==> src/flash_ctl_pkg.sv <==
// constants, types and register map of the flash command and status block
package flash_ctl_pkg;
   // register byte offsets on the bus
   localparam logic [7:0] OFS_CONFIG   = 8'h00;
   localparam logic [7:0] OFS_PROT     = 8'h04;
   localparam logic [7:0] OFS_STATUS   = 8'h08;
   localparam logic [7:0] OFS_CMD      = 8'h0c;
   localparam logic [7:0] OFS_DIV      = 8'h10;
   localparam logic [7:0] OFS_IRQ_STAT = 8'h14;
   localparam logic [7:0] OFS_IRQ_MASK = 8'h18;
   // command codes
   localparam logic [7:0] CMD_BLANK = 8'h05;
   localparam logic [7:0] CMD_BYTE  = 8'h20;
   localparam logic [7:0] CMD_BURST = 8'h25;
   localparam logic [7:0] CMD_PAGE  = 8'h40;
   localparam logic [7:0] CMD_MASS  = 8'h41;
   // config: writable bits and key-write select position
   localparam logic [7:0] CONFIG_MASK = 8'he0;
   localparam int         KEY_SEL     = 5;
   localparam logic [7:0] CONFIG_RST  = 8'h00;
   // status bit positions
   localparam int BEF    = 7;
   localparam int CCF    = 6;
   localparam int PVIOL  = 5;
   localparam int ACCERR = 4;
   localparam int BLANK  = 2;
   // backdoor key window and page size
   localparam logic [15:0] KEY_LO     = 16'hffb0;
   localparam logic [15:0] KEY_HI     = 16'hffb7;
   localparam int          PAGE_SHIFT = 9;
   // interrupt status / mask bits
   localparam int IRQ_W    = 3;
   localparam int IRQ_DONE = 0;
   localparam int IRQ_PV   = 1;
   localparam int IRQ_AE   = 2;
   localparam logic [31:0] RD_ZERO = 32'h0000_0000;

   typedef struct packed {
      logic [7:0]  cmd;
      logic [15:0] addr;
      logic [7:0]  data;
   } op_req_t;

   typedef enum logic [1:0] {
      SEQ_IDLE = 2'b00,
      SEQ_DATA = 2'b01,
      SEQ_CMD  = 2'b10
   } seq_t;
endpackage

==> src/flash_ctl.sv <==
// flash command sequencer with status, protection and APB register file
//
// Summary of operation
// - config upper three bits RW, lower read zero
// - key select routes key-window writes to key
// - protection loaded from stored byte one clock after reset release
// - enabled protection may only shrink boundary
// - boundary field marks end of unprotected range
// - disable bit set means nothing protected
// - status bits 3,1,0 read zero, ignore writes
// - writing one to buffer empty launches command
// - only burst program commands are buffered behind a running burst
// - complete set when idle, cleared on launch
// - protected target ignored, sets violation flag
// - sequence, divider, stop faults set access error
// - blank flag set when a blank check finds array all erased
// - codes 05, 20, 25 recognised
// - codes 40 page, 41 mass erase recognised
// - other codes give access error
// - divider write enables program and erase
//
// The APB interface to the registers and the register addresses were chosen for this implementation.
`timescale 1ns/1ps
module flash_ctl (
   input  wire logic                  CLOCK,
   input  wire logic                  ARST_N,
   input  wire logic                  PSEL,
   input  wire logic                  PENABLE,
   input  wire logic                  PWRITE,
   input  wire logic [7:0]            PADDR,
   input  wire logic [31:0]           PWDATA,
   output logic      [31:0]           PRDATA,
   output logic                       PREADY,
   output logic                       PSLVERR,
   input  wire logic [7:0]            STORED_PROT,
   input  wire logic                  ARRAY_WR,
   input  wire logic [15:0]           ARRAY_ADDR,
   input  wire logic [7:0]            ARRAY_DATA,
   input  wire logic                  STOP_ENTRY,
   input  wire logic                  OP_DONE,
   input  wire logic                  OP_ALL_BLANK,
   output logic                       OP_START,
   output flash_ctl_pkg::op_req_t     OP_REQ,
   output logic                       KEY_WR,
   output logic      [2:0]            KEY_INDEX,
   output logic      [7:0]            KEY_DATA,
   output logic                       IRQ
);
   logic                          rst_meta;
   logic                          rst_n;
   logic [7:0]                    config_reg;
   logic [7:0]                    prot;
   logic                          prot_loaded;
   logic [7:0]                    divider;
   logic                          div_loaded;
   logic                          bef;
   logic                          busy;
   logic                          cur_burst;
   logic                          cur_blank;
   logic                          pend;
   flash_ctl_pkg::op_req_t        pend_req;
   flash_ctl_pkg::op_req_t        seq_req;
   flash_ctl_pkg::seq_t           seq;
   logic                          pviol;
   logic                          accerr;
   logic                          blank;
   logic                          ccf;
   logic                          ccf_q;
   logic [flash_ctl_pkg::IRQ_W-1:0] irq_stat;
   logic [flash_ctl_pkg::IRQ_W-1:0] irq_mask;
   logic [flash_ctl_pkg::IRQ_W-1:0] irq_ev;
   logic                          irq_any;
   logic                          wr_acc;
   logic                          rd_acc;
   logic                          setup;
   logic                          key_hit;
   logic                          launch;
   logic                          launch_ok;
   logic                          viol_now;
   logic                          start;
   logic                          seq_err;
   logic [7:0]                    status;

   function automatic logic mapped(input logic [7:0] a);
      mapped = (a == flash_ctl_pkg::OFS_CONFIG) || (a == flash_ctl_pkg::OFS_PROT)
            || (a == flash_ctl_pkg::OFS_STATUS) || (a == flash_ctl_pkg::OFS_CMD)
            || (a == flash_ctl_pkg::OFS_DIV) || (a == flash_ctl_pkg::OFS_IRQ_STAT)
            || (a == flash_ctl_pkg::OFS_IRQ_MASK);
   endfunction

   function automatic logic legal_cmd(input logic [7:0] c);
      legal_cmd = (c == flash_ctl_pkg::CMD_BLANK) || (c == flash_ctl_pkg::CMD_BYTE)
               || (c == flash_ctl_pkg::CMD_BURST) || (c == flash_ctl_pkg::CMD_PAGE)
               || (c == flash_ctl_pkg::CMD_MASS);
   endfunction

   // mass erase counts as touching the protected block whenever protection is enabled
   function automatic logic hits_protected(input flash_ctl_pkg::op_req_t r,
                                           input logic [7:0] p);
      if (p[0] || r.cmd == flash_ctl_pkg::CMD_BLANK)
         hits_protected = 1'b0;
      else if (r.cmd == flash_ctl_pkg::CMD_MASS)
         hits_protected = 1'b1;
      else
         hits_protected = r.addr[15:flash_ctl_pkg::PAGE_SHIFT] > p[7:1];
   endfunction

   always_ff @(posedge CLOCK or negedge ARST_N) begin
      if (!ARST_N) begin
         rst_meta <= 1'b0;
         rst_n    <= 1'b0;
      end else begin
         rst_meta <= 1'b1;
         rst_n    <= rst_meta;
      end
   end

   assign setup   = PSEL && !PENABLE;
   assign wr_acc  = PSEL && PENABLE && PREADY && PWRITE && mapped(PADDR);
   assign rd_acc  = PSEL && PENABLE && PREADY && !PWRITE;
   assign key_hit = config_reg[flash_ctl_pkg::KEY_SEL] && ARRAY_ADDR >= flash_ctl_pkg::KEY_LO
                    && ARRAY_ADDR <= flash_ctl_pkg::KEY_HI;
   assign launch    = wr_acc && PADDR == flash_ctl_pkg::OFS_STATUS
                      && PWDATA[flash_ctl_pkg::BEF];
   assign viol_now  = hits_protected(seq_req, prot);
   // only a burst may wait behind a running burst
   assign launch_ok = launch && seq == flash_ctl_pkg::SEQ_CMD && !viol_now
                      && (!busy || (cur_burst && !pend
                      && seq_req.cmd == flash_ctl_pkg::CMD_BURST));
   assign start     = pend && (!busy || OP_DONE);
   assign ccf       = bef && !busy && !pend;
   assign status    = {bef, ccf, pviol, accerr, 1'b0, blank, 2'b00};

   // fault in the command sequence, before the divider, or stop mid-command
   always_comb begin
      seq_err = 1'b0;
      if (ARRAY_WR && !key_hit && (!div_loaded || seq != flash_ctl_pkg::SEQ_IDLE || !bef))
         seq_err = 1'b1;
      if (wr_acc && PADDR == flash_ctl_pkg::OFS_CMD
          && (seq != flash_ctl_pkg::SEQ_DATA || !legal_cmd(PWDATA[7:0])))
         seq_err = 1'b1;
      if (launch && !launch_ok && !(seq == flash_ctl_pkg::SEQ_CMD && viol_now))
         seq_err = 1'b1;
      if (STOP_ENTRY && busy)
         seq_err = 1'b1;
   end

   // apb slave: zero wait, data and error prepared in the setup cycle
   always_ff @(posedge CLOCK or negedge rst_n) begin
      if (!rst_n) begin
         PREADY  <= 1'b0;
         PSLVERR <= 1'b0;
         PRDATA  <= flash_ctl_pkg::RD_ZERO;
      end else begin
         PREADY  <= setup;
         PSLVERR <= setup && !mapped(PADDR);
         PRDATA  <= flash_ctl_pkg::RD_ZERO;
         if (setup && !PWRITE) begin
            case (PADDR)
               flash_ctl_pkg::OFS_CONFIG:   PRDATA[7:0] <= config_reg;
               flash_ctl_pkg::OFS_PROT:     PRDATA[7:0] <= prot;
               flash_ctl_pkg::OFS_STATUS:   PRDATA[7:0] <= status;
               flash_ctl_pkg::OFS_DIV:      PRDATA[7:0] <= {div_loaded, divider[6:0]};
               flash_ctl_pkg::OFS_IRQ_STAT: PRDATA[flash_ctl_pkg::IRQ_W-1:0] <= irq_stat;
               flash_ctl_pkg::OFS_IRQ_MASK: PRDATA[flash_ctl_pkg::IRQ_W-1:0] <= irq_mask;
               default:                     PRDATA <= flash_ctl_pkg::RD_ZERO;
            endcase
         end
      end
   end

   always_ff @(posedge CLOCK or negedge rst_n) begin
      if (!rst_n) begin
         config_reg <= flash_ctl_pkg::CONFIG_RST;
         divider    <= 8'h00;
         div_loaded <= 1'b0;
         irq_mask   <= '0;
      end else if (wr_acc) begin
         if (PADDR == flash_ctl_pkg::OFS_CONFIG)
            config_reg <= PWDATA[7:0] & flash_ctl_pkg::CONFIG_MASK;
         if (PADDR == flash_ctl_pkg::OFS_DIV) begin
            divider    <= PWDATA[7:0];
            div_loaded <= 1'b1;
         end
         if (PADDR == flash_ctl_pkg::OFS_IRQ_MASK)
            irq_mask <= PWDATA[flash_ctl_pkg::IRQ_W-1:0];
      end
   end

   // stored byte is caught by a clocked load after reset release
   always_ff @(posedge CLOCK or negedge rst_n) begin
      if (!rst_n) begin
         prot        <= 8'h00;
         prot_loaded <= 1'b0;
      end else if (!prot_loaded) begin
         prot        <= STORED_PROT;
         prot_loaded <= 1'b1;
      end else if (wr_acc && PADDR == flash_ctl_pkg::OFS_PROT && !prot[0]
                   && PWDATA[7:1] < prot[7:1]) begin
         prot[7:1] <= PWDATA[7:1];
      end
   end

   always_ff @(posedge CLOCK or negedge rst_n) begin
      if (!rst_n) begin
         KEY_WR    <= 1'b0;
         KEY_INDEX <= 3'h0;
         KEY_DATA  <= 8'h00;
      end else begin
         KEY_WR <= ARRAY_WR && key_hit;
         if (ARRAY_WR && key_hit) begin
            KEY_INDEX <= ARRAY_ADDR[2:0];
            KEY_DATA  <= ARRAY_DATA;
         end
      end
   end

   // command sequence: array write, command code, then launch
   always_ff @(posedge CLOCK or negedge rst_n) begin
      if (!rst_n) begin
         seq     <= flash_ctl_pkg::SEQ_IDLE;
         seq_req <= '0;
      end else if (seq_err || launch) begin
         seq <= flash_ctl_pkg::SEQ_IDLE;
      end else if (ARRAY_WR && !key_hit) begin
         seq          <= flash_ctl_pkg::SEQ_DATA;
         seq_req.addr <= ARRAY_ADDR;
         seq_req.data <= ARRAY_DATA;
      end else if (wr_acc && PADDR == flash_ctl_pkg::OFS_CMD) begin
         seq         <= flash_ctl_pkg::SEQ_CMD;
         seq_req.cmd <= PWDATA[7:0];
      end
   end

   // launch buffer and array engine handshake
   always_ff @(posedge CLOCK or negedge rst_n) begin
      if (!rst_n) begin
         bef       <= 1'b1;
         pend      <= 1'b0;
         pend_req  <= '0;
         busy      <= 1'b0;
         cur_burst <= 1'b0;
         cur_blank <= 1'b0;
         OP_START  <= 1'b0;
         OP_REQ    <= '0;
      end else begin
         OP_START <= start;
         if (start) begin
            OP_REQ    <= pend_req;
            busy      <= 1'b1;
            cur_burst <= pend_req.cmd == flash_ctl_pkg::CMD_BURST;
            cur_blank <= pend_req.cmd == flash_ctl_pkg::CMD_BLANK;
            pend      <= 1'b0;
            bef       <= 1'b1;
         end else if (OP_DONE) begin
            busy <= 1'b0;
         end
         if (launch_ok) begin
            pend     <= 1'b1;
            pend_req <= seq_req;
            bef      <= 1'b0;
         end
      end
   end

   // flags: hardware set wins over a write-one clear in the same cycle
   always_ff @(posedge CLOCK or negedge rst_n) begin
      if (!rst_n) begin
         pviol  <= 1'b0;
         accerr <= 1'b0;
         blank  <= 1'b0;
      end else begin
         if (launch && seq == flash_ctl_pkg::SEQ_CMD && viol_now)
            pviol <= 1'b1;
         else if (wr_acc && PADDR == flash_ctl_pkg::OFS_STATUS && PWDATA[flash_ctl_pkg::PVIOL])
            pviol <= 1'b0;
         if (seq_err)
            accerr <= 1'b1;
         else if (wr_acc && PADDR == flash_ctl_pkg::OFS_STATUS && PWDATA[flash_ctl_pkg::ACCERR])
            accerr <= 1'b0;
         if (OP_DONE && busy && cur_blank && OP_ALL_BLANK)
            blank <= 1'b1;
         else if (launch_ok)
            blank <= 1'b0;
      end
   end

   assign irq_ev[flash_ctl_pkg::IRQ_DONE] = ccf && !ccf_q;
   assign irq_ev[flash_ctl_pkg::IRQ_PV]   = launch && seq == flash_ctl_pkg::SEQ_CMD && viol_now;
   assign irq_ev[flash_ctl_pkg::IRQ_AE]   = seq_err;
   assign irq_any = |(irq_stat & irq_mask);

   // a read clears the status, but an event in that cycle still lands
   for (genvar i = 0; i < flash_ctl_pkg::IRQ_W; i++) begin : g_irq
      always_ff @(posedge CLOCK or negedge rst_n) begin
         if (!rst_n)
            irq_stat[i] <= 1'b0;
         else if (irq_ev[i])
            irq_stat[i] <= 1'b1;
         else if (rd_acc && PADDR == flash_ctl_pkg::OFS_IRQ_STAT)
            irq_stat[i] <= 1'b0;
      end
   end

   always_ff @(posedge CLOCK or negedge rst_n) begin
      if (!rst_n) begin
         ccf_q <= 1'b1;
         IRQ   <= 1'b0;
      end else begin
         ccf_q <= ccf;
         IRQ   <= irq_any;
      end
   end
endmodule

==> config.mk <==
export PLATFORM = sky130hd
export DESIGN_NAME = flash_ctl
export DESIGN_NICKNAME = d
export VERILOG_FILES = /design/src/flash_ctl_pkg.sv /design/src/flash_ctl.sv
export SDC_FILE = /design/constraint.sdc
export NUM_CORES = 1
export LEC_CHECK = 0
export ABC_AREA = 1
export BUFFER_PORTS_ARGS = -buffer_cell sky130_fd_sc_hd__buf_2
export CAP_MARGIN = 20
export CORE_MARGIN = 3
export CORE_UTILIZATION = 58
export DETAILED_ROUTE_END_ITERATION = 12
export GPL_ROUTABILITY_DRIVEN = 0
export PLACE_DENSITY = 0.85
export SYNTH_ARGS = -nofsm -noshare
export SYNTH_HDL_FRONTEND = slang
export SYNTH_SLANG_ARGS = --single-unit
==> constraint.sdc <==
create_clock -name CLOCK -period 14.8 [get_ports CLOCK]
set_input_delay 2.22 -clock CLOCK [delete_from_list [all_inputs] [get_ports CLOCK]]
set_output_delay 2.22 -clock CLOCK [all_outputs]
set_load 0.02 [all_outputs]
==> results of run 1 <==
cells in the final DEF (no fill, tap or decap), drive strengths merged, types with 4 or more instances in the layout:
cell type and instances:
a21oi 13, buf 115, clkbuf 21, clkinvlp 4
conb 26, dfrtp 157, ha 13, inv 95
mux2 9, nand2 251, nand3 16, nand4 11
nor2 37, nor3 7, o21ai 105, o21bai 5
o22ai 4
per-layer routing:
metal / GRT usage / wire length (um)
met1: 0.3240 / 7008
met4: 0.09018 / 339
met5: 0 / 7
met3: 0.04966 / 1100
met2: 0.3862 / 7831
cell families (layout without fill, tap and decap cells):
group,Yosys count,in the layout
AND/OR/NAND/NOR,325,325
other,2,26
multiplexers,9,9
flip-flops,159,159
adder cells (fa/ha/maj),13,13
buffers and inverters,141,241
AO/OA/AOI/OAI,140,140
power groups by stage:
stage | clock [mW] | combinational [mW] | sequential [mW]
floorplan | 0 | 0.0555 | 0.468
global placement | 0 | 0.0713 | 0.468
detailed placement | 0 | 0.0749 | 0.469
CTS | 0.440 | 0.0760 | 0.461
global route | 0.459 | 0.0869 | 0.463
finish | 0.439 | 0.0773 | 0.461
through the flow:
| stage | setup slack (ns) | power [mW] | cells | hold slack, ns |
|---|---|---|---|---|
| floorplan | 10.05 | 0.5234 | 813 | 0.3312 |
| global placement | 10.07 | 0.5394 | 1049 | 0.3353 |
| detailed placement | 10.01 | 0.5439 | 1049 | 0.3621 |
| CTS | 10.43 | 0.9772 | 1080 | 0.3777 |
| global route | 10.08 | 1.009 | 1081 | 0.3759 |
| finish | 10.39 | 0.9774 | 1081 | 0.3680 |
area by class of cell:
class	instances	share of cell area
Tap cell	168	0.02512
Sequential cell	159	0.4762
Clock inverter	10	0.01659
Inverter	95	0.04291
Timing Repair Buffer	115	0.07206
Clock buffer	21	0.05382
Multi-Input combinational cell	513	0.3134
final timing paths:
check	from	endpoint	slack [ns]	cells past startpoint
max	PADDR[5]	pend_req[2]$_DFFE_PN0P_	10.39	15
min	rst_meta$_DFF_PN0_	rst_n$_DFF_PN0_	0.37	0
max reg2reg	prot[3]$_DFFE_PN0P_	pend_req[2]$_DFFE_PN0P_	11.79	14
min reg2reg	rst_meta$_DFF_PN0_	rst_n$_DFF_PN0_	0.37	0
max in group asynchronous	ARST_N	rst_n$_DFF_PN0_	13.12	1
min in group asynchronous	rst_n$_DFF_PN0_	KEY_DATA[7]$_DFFE_PN0P_	0.44	0
==> flow_summary.ini, run 1 <==
[floorplan]
dieArea_um2 = 13770
rows = 40
die_h_um = 117.3
ios = 161
initial_core_util = 0.5960
die_w_um = 117.3
core_um2 = 12060

[critical_path]
critPathBufInv = 4
cp_slowest_cell = nor2_4
crit_required_ns = 15.09
critical-path-top-delay-family = simple AND/OR/NAND/NOR gates
critPathMaxFanout = 42
setup.worst_path.start_class = input pin
path_common_cell = nand2_1
max_stage_delay_ns = 0.59
crit_type = in2reg
crit_path_cell_trace = buf_2, inv_2, nand2_1, nor2_2, nand2_1, nand2_2, nor2_4, nand2_4, nand3_4, nor2_8, inv_4, nor2_4, inv_2, nand2_1, o21ai_2
critPathCaptureType = flip-flop
arrival_ns = 4.70

[logic_synthesis]
synth_compound_area_frac = 0.1175
synth_top_area_cell = dfrtp_1
syn_avg_cell_area_um2 = 9.110
synthTopCellsByArea = dfrtp_1 55%, nand2_1 12%, o21ai_0 5.4%
synth_area_um2 = 7188
syn_inst = 789
seq_area_frac_synth = 0.5539
synthAdderAreaFrac = 0.02263
synth-simple-area-share = 0.1970
synth_edf_count = 0
async_reset_ff_frac = 1.000
yosysMostFrequentCell = nand2_1
synth_cell_types = 42
dominantRegCellSynth = dfrtp_1
synth_warnings = 0
synth_top_family_by_area = simple AND/OR/NAND/NOR gates
ys_ff_latch = 159
synth.area.mux_share = 0.01410
netlist.area_leader.share = 0.5466
yosys-top-cells-count = 238 x nand2_1, 157 x dfrtp_1, 86 x inv_1
synthXorXnorAreaFrac = 0

[timing]
tns_ns = 0
fin_crit_sh = 0.2980
hold_viol = 0
min_period_ns = 4.410
drv_slew = 0
maxClockFrequency_ghz = 0.2268
setup_viol = 0
worstMarginPinSlew_ns = 0.8398
rsz0062_at_grt = false
slew_headroom = 0.4381
skew_ns = 0.006330

[clocking]
clk_path_buf_depth = 2
cts_resized = 0
holdBufCountCts = 0
root_buffer = clkbuf_16
clkSinkCount = 159
cts.clk_slew.worst_paths_ns = 0.06
cts_tree = yes
insertion_delay_ns = 0.42
postCtsSetupRepairBufs = 0
htreeDepth = 4
cts_buffers = 17

[final_layout]
regArea_um2 = 3985
stdcell_area_um2 = 8369
largestRegisters = OP_REQ: 32 flops, pend_req: 32 flops, seq_req: 32 flops
multiInputGateArea_um2 = 2623
drive_gt1_frac = 0.2322
nets = 995
syn_to_final_growth_pct = 16.43
fill_cells = 909
diodes = 0
utilization = 0.6939

[run]
drv_cap = 0

[power]
power_frac_seq = 0.472
power_density_nw_per_um2 = 116.8
p_int_mw = 0.7426
irDropWorstVdd_mv = 0.06424
p_switching_mw = 0.2348
combPwrFrac = 0.079
leakage_nw = 4.486
swShare = 0.2402
clkPwrFrac = 0.449

[detailed_routing]
first_iter_violations = 611
remaining_drc_errors = 0
ant_nets = 0
dr.pass1.iters = 5
vias = 5678
post_drt_via_cell_ratio = 5.253
wl_per_cell_um = 15.07
wl_um = 16290

[placed_design]
dpl.hpwl_um = 11230
placed_cell_area_um2 = 7752
numPortBuffers = 112

[global_routing]
antenna_found_initial = 1
track_usage = 0.2398
grt_max_degree = 93
grt_pass1_wl_um = 26580
overflow = 0
grt_pass1_vias = 5418

[outcome]
status = finished clean

[worst_hold_path]
hold_path.class = reg2reg
(Power assumes the default switching activity.)
==> run 2, diff against run 1 <==
--- a/config.mk
+++ b/config.mk
@@ -9,10 +9,10 @@
 export BUFFER_PORTS_ARGS = -buffer_cell sky130_fd_sc_hd__buf_2
 export CAP_MARGIN = 20
 export CORE_MARGIN = 3
-export CORE_UTILIZATION = 58
+export CORE_UTILIZATION = 49
 export DETAILED_ROUTE_END_ITERATION = 12
 export GPL_ROUTABILITY_DRIVEN = 0
-export PLACE_DENSITY = 0.85
+export PLACE_DENSITY = 0.76
 export SYNTH_ARGS = -nofsm -noshare
 export SYNTH_HDL_FRONTEND = slang
 export SYNTH_SLANG_ARGS = --single-unit
==> constraint.sdc (replaced) <==
create_clock -name CLOCK -period 3.56 [get_ports CLOCK]
set_input_delay 0.534 -clock CLOCK [delete_from_list [all_inputs] [get_ports CLOCK]]
set_output_delay 0.534 -clock CLOCK [all_outputs]
set_load 0.02 [all_outputs]
==> run 2 against run 1 <==
Combinational power rose to 4.2 times the previous value. Via count down 4.2%. Sequential share of layout area down 0.62 points. First-iteration DRC count down 26%. Flip-flop and latch count unchanged. Clock power rose to 4.6 times the previous value. Largest power group is now clock.
==> flow_summary.ini, run 2 (synthesis results as in run 1) <==
[outcome]
status = finished clean

[timing]
slew_headroom = 0.5060
worst_slack_ns = 0.8854
hold_viol = 0
whs_ns = 0.3136
min_period_ns = 2.675
fin_crit_sh = 0.7513
drv_slew = 0
skew_ns = 0.01470
setup_viol = 0
tns_ns = 0
maxClockFrequency_ghz = 0.3739
worstMarginPinSlew_ns = 0.7382
rsz0062_at_grt = false

[run]
drv_cap = 0

[global_routing]
antenna_found_initial = 0
grt_pass1_wl_um = 26390
track_usage = 0.2069
overflow = 0
grt_max_degree = 68
grt_pass1_vias = 5166

[floorplan]
initial_core_util = 0.5099
rows = 43
die_h_um = 127.1
dieArea_um2 = 16160
ios = 161
die_w_um = 127.1
core_um2 = 14100

[worst_hold_path]
hold_path.class = in2reg
hold_depth = 2
worstHoldStart = PENABLE
whs_endpoint = PREADY$_DFF_PN0_

[critical_path]
cp_slowest_cell = nor2_8
rr_worst_depth = 15
critPathCaptureType = flip-flop
critPathMaxFanout = 36
path_common_cell = nand2_1
r2r-start = prot[3]$_DFFE_PN0P_
crit_required_ns = 3.91
max_stage_delay_ns = 0.48
arrival_ns = 3.03
crit_type = reg2reg
timing.reg2reg.setup_slack_ns = 0.89
setup.worst_path.start_class = flip-flop
crit_path_cell_trace = inv_1, ha_1, a21oi_1, o21ai_0, nand2_1, nand2_1, nand2_1, nand2_1, nand2_1, nand2_1, nand3_4, nand3_4, nor2_8, nand2_1, o21ai_2
rr_endpoint = seq_req[4]$_DFFE_PN0P_

[placed_design]
detailedPlace.worstSlack_ns = 0.8820
dpl.hpwl_um = 11620
numPortBuffers = 112
placed_cell_area_um2 = 7805
place_inst = 1064

[final_layout]
fin_cells = 1096
layout_commonest_cell = nand2_1
largestRegisters = OP_REQ: 32 flops, pend_req: 32 flops, seq_req: 32 flops
nets = 998
fill_cells = 1241
mostFrequentLayoutCells = 237 x nand2_1, 156 x dfrtp_1, 112 x buf_2
stdcell_area_um2 = 8479
syn_to_final_growth_pct = 17.96
drive_gt1_frac = 0.2358
diodes = 0

[clocking]
htreeDepth = 4
cts_tree = yes
cts_resized = 0
clkSinkCount = 159
postCtsSetupRepairBufs = 0
root_buffer = clkbuf_16
cts.clk_slew.worst_paths_ns = 0.06
clk_path_buf_depth = 2
insertion_delay_ns = 0.43
cts_buffers = 17

[detailed_routing]
post_drt_via_cell_ratio = 4.961
ant_nets = 0
wl_per_cell_um = 14.82
first_iter_violations = 454
dr.pass1.iters = 5
wl_um = 16250
remaining_drc_errors = 0
vias = 5437

[power]
power_density_nw_per_um2 = 501.8
irDropWorstVdd_mv = 0.3397
leakage_nw = 4.547
run 2: changes by cell type in the layout (fill, tap and decap cells not counted), moves of 2 or more:
cell	previous run	this run
clkinv_2	2	0
clkbuf_8	1	4
clkinvlp_4	4	0
buf_4	2	4
bufinv_16	3	5
run 2: critical path, delay by kind of cell, from the launching register on:
family / cells / cell delay [ns]
adder cells (fa/ha/maj): 1 / 0.29
AND/OR/NAND/NOR: 10 / 1.45
buffers and inverters: 1 / 0.15
AO/OA/AOI/OAI: 3 / 0.31
flip-flops: 1 / 0.38
run 2: area by class of cell:
cell class,count,area [um2],share of cell area
Sequential cell,159,3985,0.4700
Clock buffer,23,488.0,0.05755
Inverter,95,359.1,0.04235
Tap cell,180,225.2,0.02656
Multi-Input combinational cell,513,2625,0.3096
Timing Repair Buffer,118,620.6,0.07319
Clock inverter,8,176.4,0.02081
run 2: routing by layer:
layer  global-route usage  wire [um]  vias to the layer above
met4              0.07192        188                        0
met2               0.3197       7654                      132
li1                     -          -                     2705
met3              0.04473        911                       15
met5                    0          0                        -
met1               0.2919       7492                     2585
run 2: worst max-delay path by stage:
stage	start	end	slack [ns]
finish	prot[3]$_DFFE_PN0P_	seq_req[4]$_DFFE_PN0P_	0.89
global route	prot[3]$_DFFE_PN0P_	seq_req[4]$_DFFE_PN0P_	0.62
CTS	prot[3]$_DFFE_PN0P_	seq_req[4]$_DFFE_PN0P_	0.89
detailed placement	ARRAY_ADDR[3]	seq_req[5]$_DFFE_PN0P_	0.88
global placement	ARRAY_ADDR[3]	seq_req[9]$_DFFE_PN0P_	0.94
floorplan	rst_n$_DFF_PN0_	IRQ$_DFF_PN0_	0.93
run 2: stage by stage:
stage / util / power (mW)
final: 0.6015 / 4.255
after floorplan: - / 2.176
after detailed placement: 0.5537 / 2.265
after global placement: 0.5537 / 2.252
after CTS: 0.6015 / 4.287
after global routing: 0.6015 / 4.417
run 2: power breakdown:
part | switching, mW | internal (mW) | total, mW | leakage, nW
Sequential | 0.0494 | 1.87 | 1.91 | 1.95
Combinational | 0.215 | 0.107 | 0.323 | 2.27
Clock | 0.698 | 1.32 | 2.02 | 0.324
run 2: what timing repair did:
action,4_1_cts,5_1_grt
endpoints found under the hold margin,2,0
setup endpoints to repair,0,0
hold buffers,1,0
